$ cat config.mk
export PLATFORM = sky130hd
export DESIGN_NAME = purs_power_up_reset_sequencer
export DESIGN_NICKNAME = d
export VERILOG_FILES = /design/src/purs_power_up_reset_sequencer.v
export VERILOG_INCLUDE_DIRS = /design/src
export SDC_FILE = /design/constraint.sdc
export NUM_CORES = 1
export LEC_CHECK = 0
export BUFFER_PORTS_ARGS = -buffer_cell sky130_fd_sc_hd__buf_2
export CORE_MARGIN = 10
export CORE_UTILIZATION = 50
export CTS_CLUSTER_DIAMETER = 150
export DETAILED_ROUTE_END_ITERATION = 6
export GPL_ROUTABILITY_DRIVEN = 1
export GPL_TIMING_DRIVEN = 0
export PLACE_DENSITY = 0.91
export SYNTH_ARGS = -nofsm -noshare
export SYNTH_HDL_FRONTEND = slang
export SYNTH_SLANG_ARGS = --single-unit
$ cat constraint.sdc
create_clock -name clk_sys_in -period 3.85 [get_ports clk_sys_in]
set_input_delay 0.77 -clock clk_sys_in [delete_from_list [all_inputs] [get_ports clk_sys_in]]
set_output_delay 0.77 -clock clk_sys_in [all_outputs]
set_load 0.01 [all_outputs]
$ cat src/purs_defines.vh
// Constants for the power-up reset sequencer
`ifndef PURS_DEFINES_VH
`define PURS_DEFINES_VH
`define PURS_RESET_VECTOR 32'h8000_0000
`define PURS_RC_FREQ_KHZ 115
`define PURS_CLK_PERIOD_NS 5
`define PURS_SETTLE_NS 100
`define PURS_SETTLE_CYC ((`PURS_SETTLE_NS + `PURS_CLK_PERIOD_NS - 1) / `PURS_CLK_PERIOD_NS)
`define PURS_CNT_W 5
`define PURS_NUM_PLL 2
`define PURS_NUM_MOD 8
`define PURS_DIV_W 4
`define PURS_DIV_UNDIVIDED 4'h0
`endif

$ cat src/purs_power_up_reset_sequencer.v
// Power-up reset sequencer: supply monitor gating, clock defaults, boot
//
// Overview of operation
// Both supply monitors enabled at power-up
// Hold system reset until both supplies good
// Select system RC oscillator once power stable
// Fuses choose whether monitors stay enabled
// All PLLs disabled at start-up
// All module clocks running, undivided at start
// CPU fetch starts at 0x8000_0000 after release
// Software may later set PLLs, dividers, gates
// Software switches off 3.3V regulator if single
// External party holds reset pin low if slow
// Software should keep I/O monitor active
// Reset release synchronised to RC clock
`timescale 1ns/1ps
`include "purs_defines.vh"
module purs_power_up_reset_sequencer (
	input wire clk_sys_in,
	input wire rstn_in,
	input wire io_supply_good_in,
	input wire core_supply_good_in,
	input wire fuse_io_monitor_keep_in,
	input wire fuse_core_monitor_keep_in,
	input wire [`PURS_NUM_PLL-1:0] sw_pll_enable_in,
	input wire [`PURS_NUM_MOD-1:0] sw_clock_gate_in,
	input wire [`PURS_NUM_MOD*`PURS_DIV_W-1:0] sw_clock_div_in,
	input wire sw_cfg_write_in,
	output reg io_supply_monitor_en_out,
	output reg core_supply_monitor_en_out,
	output reg system_reset_n_out,
	output reg clk_src_rc_out,
	output reg [`PURS_NUM_PLL-1:0] pll_enable_out,
	output reg [`PURS_NUM_MOD-1:0] module_clock_en_out,
	output reg [`PURS_NUM_MOD*`PURS_DIV_W-1:0] module_clock_div_out,
	output reg [31:0] cpu_fetch_addr_out,
	output reg cpu_fetch_start_out
);
	localparam ST_POWER = 3'b001;
	localparam ST_SETTLE = 3'b010;
	localparam ST_RUN = 3'b100;
	// Settle count taken from the header, cut to the counter width on purpose
	localparam integer SETTLE_INT = `PURS_SETTLE_CYC;
	localparam [`PURS_CNT_W-1:0] SETTLE_CYC = SETTLE_INT[`PURS_CNT_W-1:0];

	reg [2:0] state_ff;
	reg [2:0] nxt_state;
	reg [`PURS_CNT_W-1:0] cnt_ff;
	reg [`PURS_CNT_W-1:0] nxt_cnt;
	reg io_meta_ff;
	reg io_sync_ff;
	reg core_meta_ff;
	reg core_sync_ff;
	reg fio_meta_ff;
	reg fio_sync_ff;
	reg fcore_meta_ff;
	reg fcore_sync_ff;
	wire supplies_ok;

	// Two-flop synchronisers for supply and fuse levels
	always @(posedge clk_sys_in or negedge rstn_in) begin
		if (!rstn_in) begin
			io_meta_ff <= 1'b0;
			io_sync_ff <= 1'b0;
			core_meta_ff <= 1'b0;
			core_sync_ff <= 1'b0;
			fio_meta_ff <= 1'b1;
			fio_sync_ff <= 1'b1;
			fcore_meta_ff <= 1'b1;
			fcore_sync_ff <= 1'b1;
		end else begin
			io_meta_ff <= io_supply_good_in;
			io_sync_ff <= io_meta_ff;
			core_meta_ff <= core_supply_good_in;
			core_sync_ff <= core_meta_ff;
			fio_meta_ff <= fuse_io_monitor_keep_in;
			fio_sync_ff <= fio_meta_ff;
			fcore_meta_ff <= fuse_core_monitor_keep_in;
			fcore_sync_ff <= fcore_meta_ff;
		end
	end

	// Both monitors must report good before leaving reset
	assign supplies_ok = io_sync_ff & core_sync_ff;

	// Sequencing state machine
	always @* begin
		nxt_state = state_ff;
		nxt_cnt = cnt_ff;
		case (state_ff)
			ST_POWER: begin
				nxt_cnt = {`PURS_CNT_W{1'b0}};
				if (supplies_ok) begin
					nxt_state = ST_SETTLE;
				end
			end
			ST_SETTLE: begin
				if (!supplies_ok) begin
					nxt_state = ST_POWER;
				end else if (cnt_ff == SETTLE_CYC - 1'b1) begin
					nxt_state = ST_RUN;
				end else begin
					nxt_cnt = cnt_ff + 1'b1;
				end
			end
			ST_RUN: begin
				if (!supplies_ok) begin
					nxt_state = ST_POWER;
				end
			end
			default: begin
				nxt_state = ST_POWER;
			end
		endcase
	end

	// State, reset output and monitor enables
	always @(posedge clk_sys_in or negedge rstn_in) begin
		if (!rstn_in) begin
			state_ff <= ST_POWER;
			cnt_ff <= {`PURS_CNT_W{1'b0}};
			system_reset_n_out <= 1'b0;
			io_supply_monitor_en_out <= 1'b1;
			core_supply_monitor_en_out <= 1'b1;
			clk_src_rc_out <= 1'b1;
			cpu_fetch_addr_out <= `PURS_RESET_VECTOR;
			cpu_fetch_start_out <= 1'b0;
		end else begin
			state_ff <= nxt_state;
			cnt_ff <= nxt_cnt;
			// Single clocked release so all modules leave reset together
			system_reset_n_out <= (nxt_state == ST_RUN);
			cpu_fetch_start_out <= (nxt_state == ST_RUN) &&
				(state_ff != ST_RUN);
			cpu_fetch_addr_out <= `PURS_RESET_VECTOR;
			clk_src_rc_out <= 1'b1;
			// Follow the fuses only while released, so reset never sees them off
			if (nxt_state == ST_RUN) begin
				io_supply_monitor_en_out <= fio_sync_ff;
				core_supply_monitor_en_out <= fcore_sync_ff;
			end else begin
				io_supply_monitor_en_out <= 1'b1;
				core_supply_monitor_en_out <= 1'b1;
			end
		end
	end

	// Clock defaults held in reset; software settings taken while running
	always @(posedge clk_sys_in or negedge rstn_in) begin
		if (!rstn_in) begin
			pll_enable_out <= {`PURS_NUM_PLL{1'b0}};
			module_clock_en_out <= {`PURS_NUM_MOD{1'b1}};
			module_clock_div_out <= {`PURS_NUM_MOD{`PURS_DIV_UNDIVIDED}};
		end else if (state_ff != ST_RUN) begin
			pll_enable_out <= {`PURS_NUM_PLL{1'b0}};
			module_clock_en_out <= {`PURS_NUM_MOD{1'b1}};
			module_clock_div_out <= {`PURS_NUM_MOD{`PURS_DIV_UNDIVIDED}};
		end else if (sw_cfg_write_in) begin
			pll_enable_out <= sw_pll_enable_in;
			module_clock_en_out <= sw_clock_gate_in;
			module_clock_div_out <= sw_clock_div_in;
		end
	end
endmodule

==> metrics <==
Crit Path Class=register to primary output; crit end category=primary output; Initial Util=0.513; fin area=3690 um^2; ant diodes=0; Clock Sinks=62; CP max-delay cell=dfstp_2; startpoint types=register; Post-CTS Setup Inserts=0; Final GP Congestion=0.788; Residual DRC=0; Finished Layout Cells=451; largest net degree at the start of global routing=63; Yosys cell types=31; CP Cell Sequence=buf_2; final worst path period share=0.459; Tightest Pin Transition=744 ps; RSZ-0062 raised after global routing=false; Avg Cell Area, Syn=11.8 um^2; PortBufs=93; worst slack, placed=1890 ps; cts hold-fix bufs=0; Clock Skew=9.46 ps; Worst-path clk slew=70 ps; Tot GR Track Use=0.144; status=completed; Synth warnings=0; DP Cell Count=435; clock power share=0.423; total negative slack=0 ps; share of cells above drive strength 1=0.446; PwrDens=372 nW/um^2; sequential-to-total area share from yosys stat=0.559; Comb power frac=0.094; max_slew headroom=0.504; Top FF cell, synth=dfrtp_1; placed inst area=3480 um^2; H-tree depth=3; worst min path class=register to register; Die Ht=95.0 um; initial DRC count=57; Max Slew Vio Count=0; Post-synth ARST share=1.00; min cycle time layout=1770 ps; CP top delay family=flip-flops; Pleak=0.00202 uW; most frequent cells in the layout=97 x buf_2, 47 x dfrtp_1, 45 x mux2i_1; max incr delay on CP=540 ps; Final Setup Violations=0; Worst Setup Slack, final=2080 ps; Int Power=1060 uW; vias after detailed routing=2079; nets=424; Fin. Hold Viols=0; CTS Buf Count=9; WP buf/inv=1; Peak Freq=565 MHz; Sw Pwr=312 uW; Die ar.=9020 um^2; sequential power share=0.483; Rows=27; Die Width=95.0 um; Pre-antenna DRT Iters=4; CTS resizes=0; Synth Instances=239; crit-path max FO=2; vias in the first global route=2196; synth-to-layout area growth=31.4%; # IOs=128; max_cap viols=0; Peak VDD IR=0.241 mV; Worst EP required=3080 ps; total gr overflow=0; CTS tree=built; Post-Route WL=6630 um; Post-DRT Antenna Nets=0; switching fraction of total power=0.227; drt wl/cell=14.7 um; Post-synth EDFFs=0; core box area=5470 um^2; crit path DAT=1000 ps; Cell Area, Synth=2810 um^2; root buf cell=clkbuf_8; CTS max path bufs=2; commonest non-fill, non-tap cell in the layout=buf_2; FF+latch count, synth=62; post-layout util=0.675; DP HPWL=5280 um; initial antenna violation count=0; later-pin clock latency in the skew report=330 ps; first-pass GRT wire length=10400 um; post-DR vias/cell=4.61
[synthesized netlist by cell type, types with 2 or more instances]
master / count / area share
and2_1: 2 / 0.0045
buf_2: 5 / 0.0089
buf_4: 33 / 0.088
buf_6: 5 / 0.020
clkbuf_1: 3 / 0.0040
conb_1: 2 / 0.0027
dfrtp_1: 47 / 0.42
dfstp_2: 15 / 0.14
mux2i_1: 45 / 0.16
nand2_1: 17 / 0.023
nand2b_1: 4 / 0.0089
nand3_1: 3 / 0.0053
nand3b_1: 4 / 0.011
nor2_1: 33 / 0.044
nor4_1: 2 / 0.0045
o21ai_0: 2 / 0.0036
o311ai_0: 3 / 0.0094
[flip-flops by register name (all words and copies together), names as in the netlist, 2 cells and up]
| register | flops |
|---|---|
| module_clock_en_out | 8 |
| pll_enable_out | 2 |
| module_clock_div_out | 32 |
| cnt_ff | 5 |
| state_ff | 3 |
[power groups by stage]
stage                     sequential (uW)  combinational (uW)  clock, uW
after floorplan                       674                83.5          0
after global placement                674                 123          0
after detailed placement              674                 127          0
after CTS                             662                 128        596
after global routing                  663                 145        624
final                                 663                 130        580
[layout make-up]
cell class / count / area [um^2]
Fill cell: 433 / 1780
Clock inverter: 4 / 53.8
Multi-Input combinational cell: 162 / 1010
Tap cell: 72 / 90.1
Buffer: 46 / 340
Timing Repair Buffer: 93 / 468
Clock buffer: 12 / 155
Sequential cell: 62 / 1570
[metal layers]
metal	global-route usage	wire length, um
met1	0.153	2590
met5	0	0
met4	0.0424	61
met2	0.251	3280
met3	0.0682	694
[cell families after synthesis]
logic type,count (synthesis),share of synthesized area
mux,45,0.160
fa+ha+maj,1,0.00445
buf+inv,46,0.121
xor+xnor,1,0.00312
flops,62,0.559
simple gates,75,0.131
other cells,2,0.00267
compound gates,7,0.0183
[final timing paths]
kind | endpoint | start | depth (start not counted) | slack [ps]
min reg2reg | io_sync_ff | io_meta_ff | 0 | 350
max in group asynchronous | io_meta_ff | rstn_in | 1 | 2850
min | io_sync_ff | io_meta_ff | 0 | 350
max | module_clock_en_out[5] | module_clock_en_out[5] | 1 | 2080
min in group asynchronous | module_clock_div_out[4] | rstn_in | 1 | 510
max reg2reg | system_reset_n_out | cnt_ff[0] | 4 | 2270
[through the flow]
stage,hold WS (ps),total power [uW]
global route,346,1430
finish,348,1370
floorplan,331,757
CTS,350,1390
detailed placement,336,802
global placement,336,797
Power figures use the tool's default switching activity.
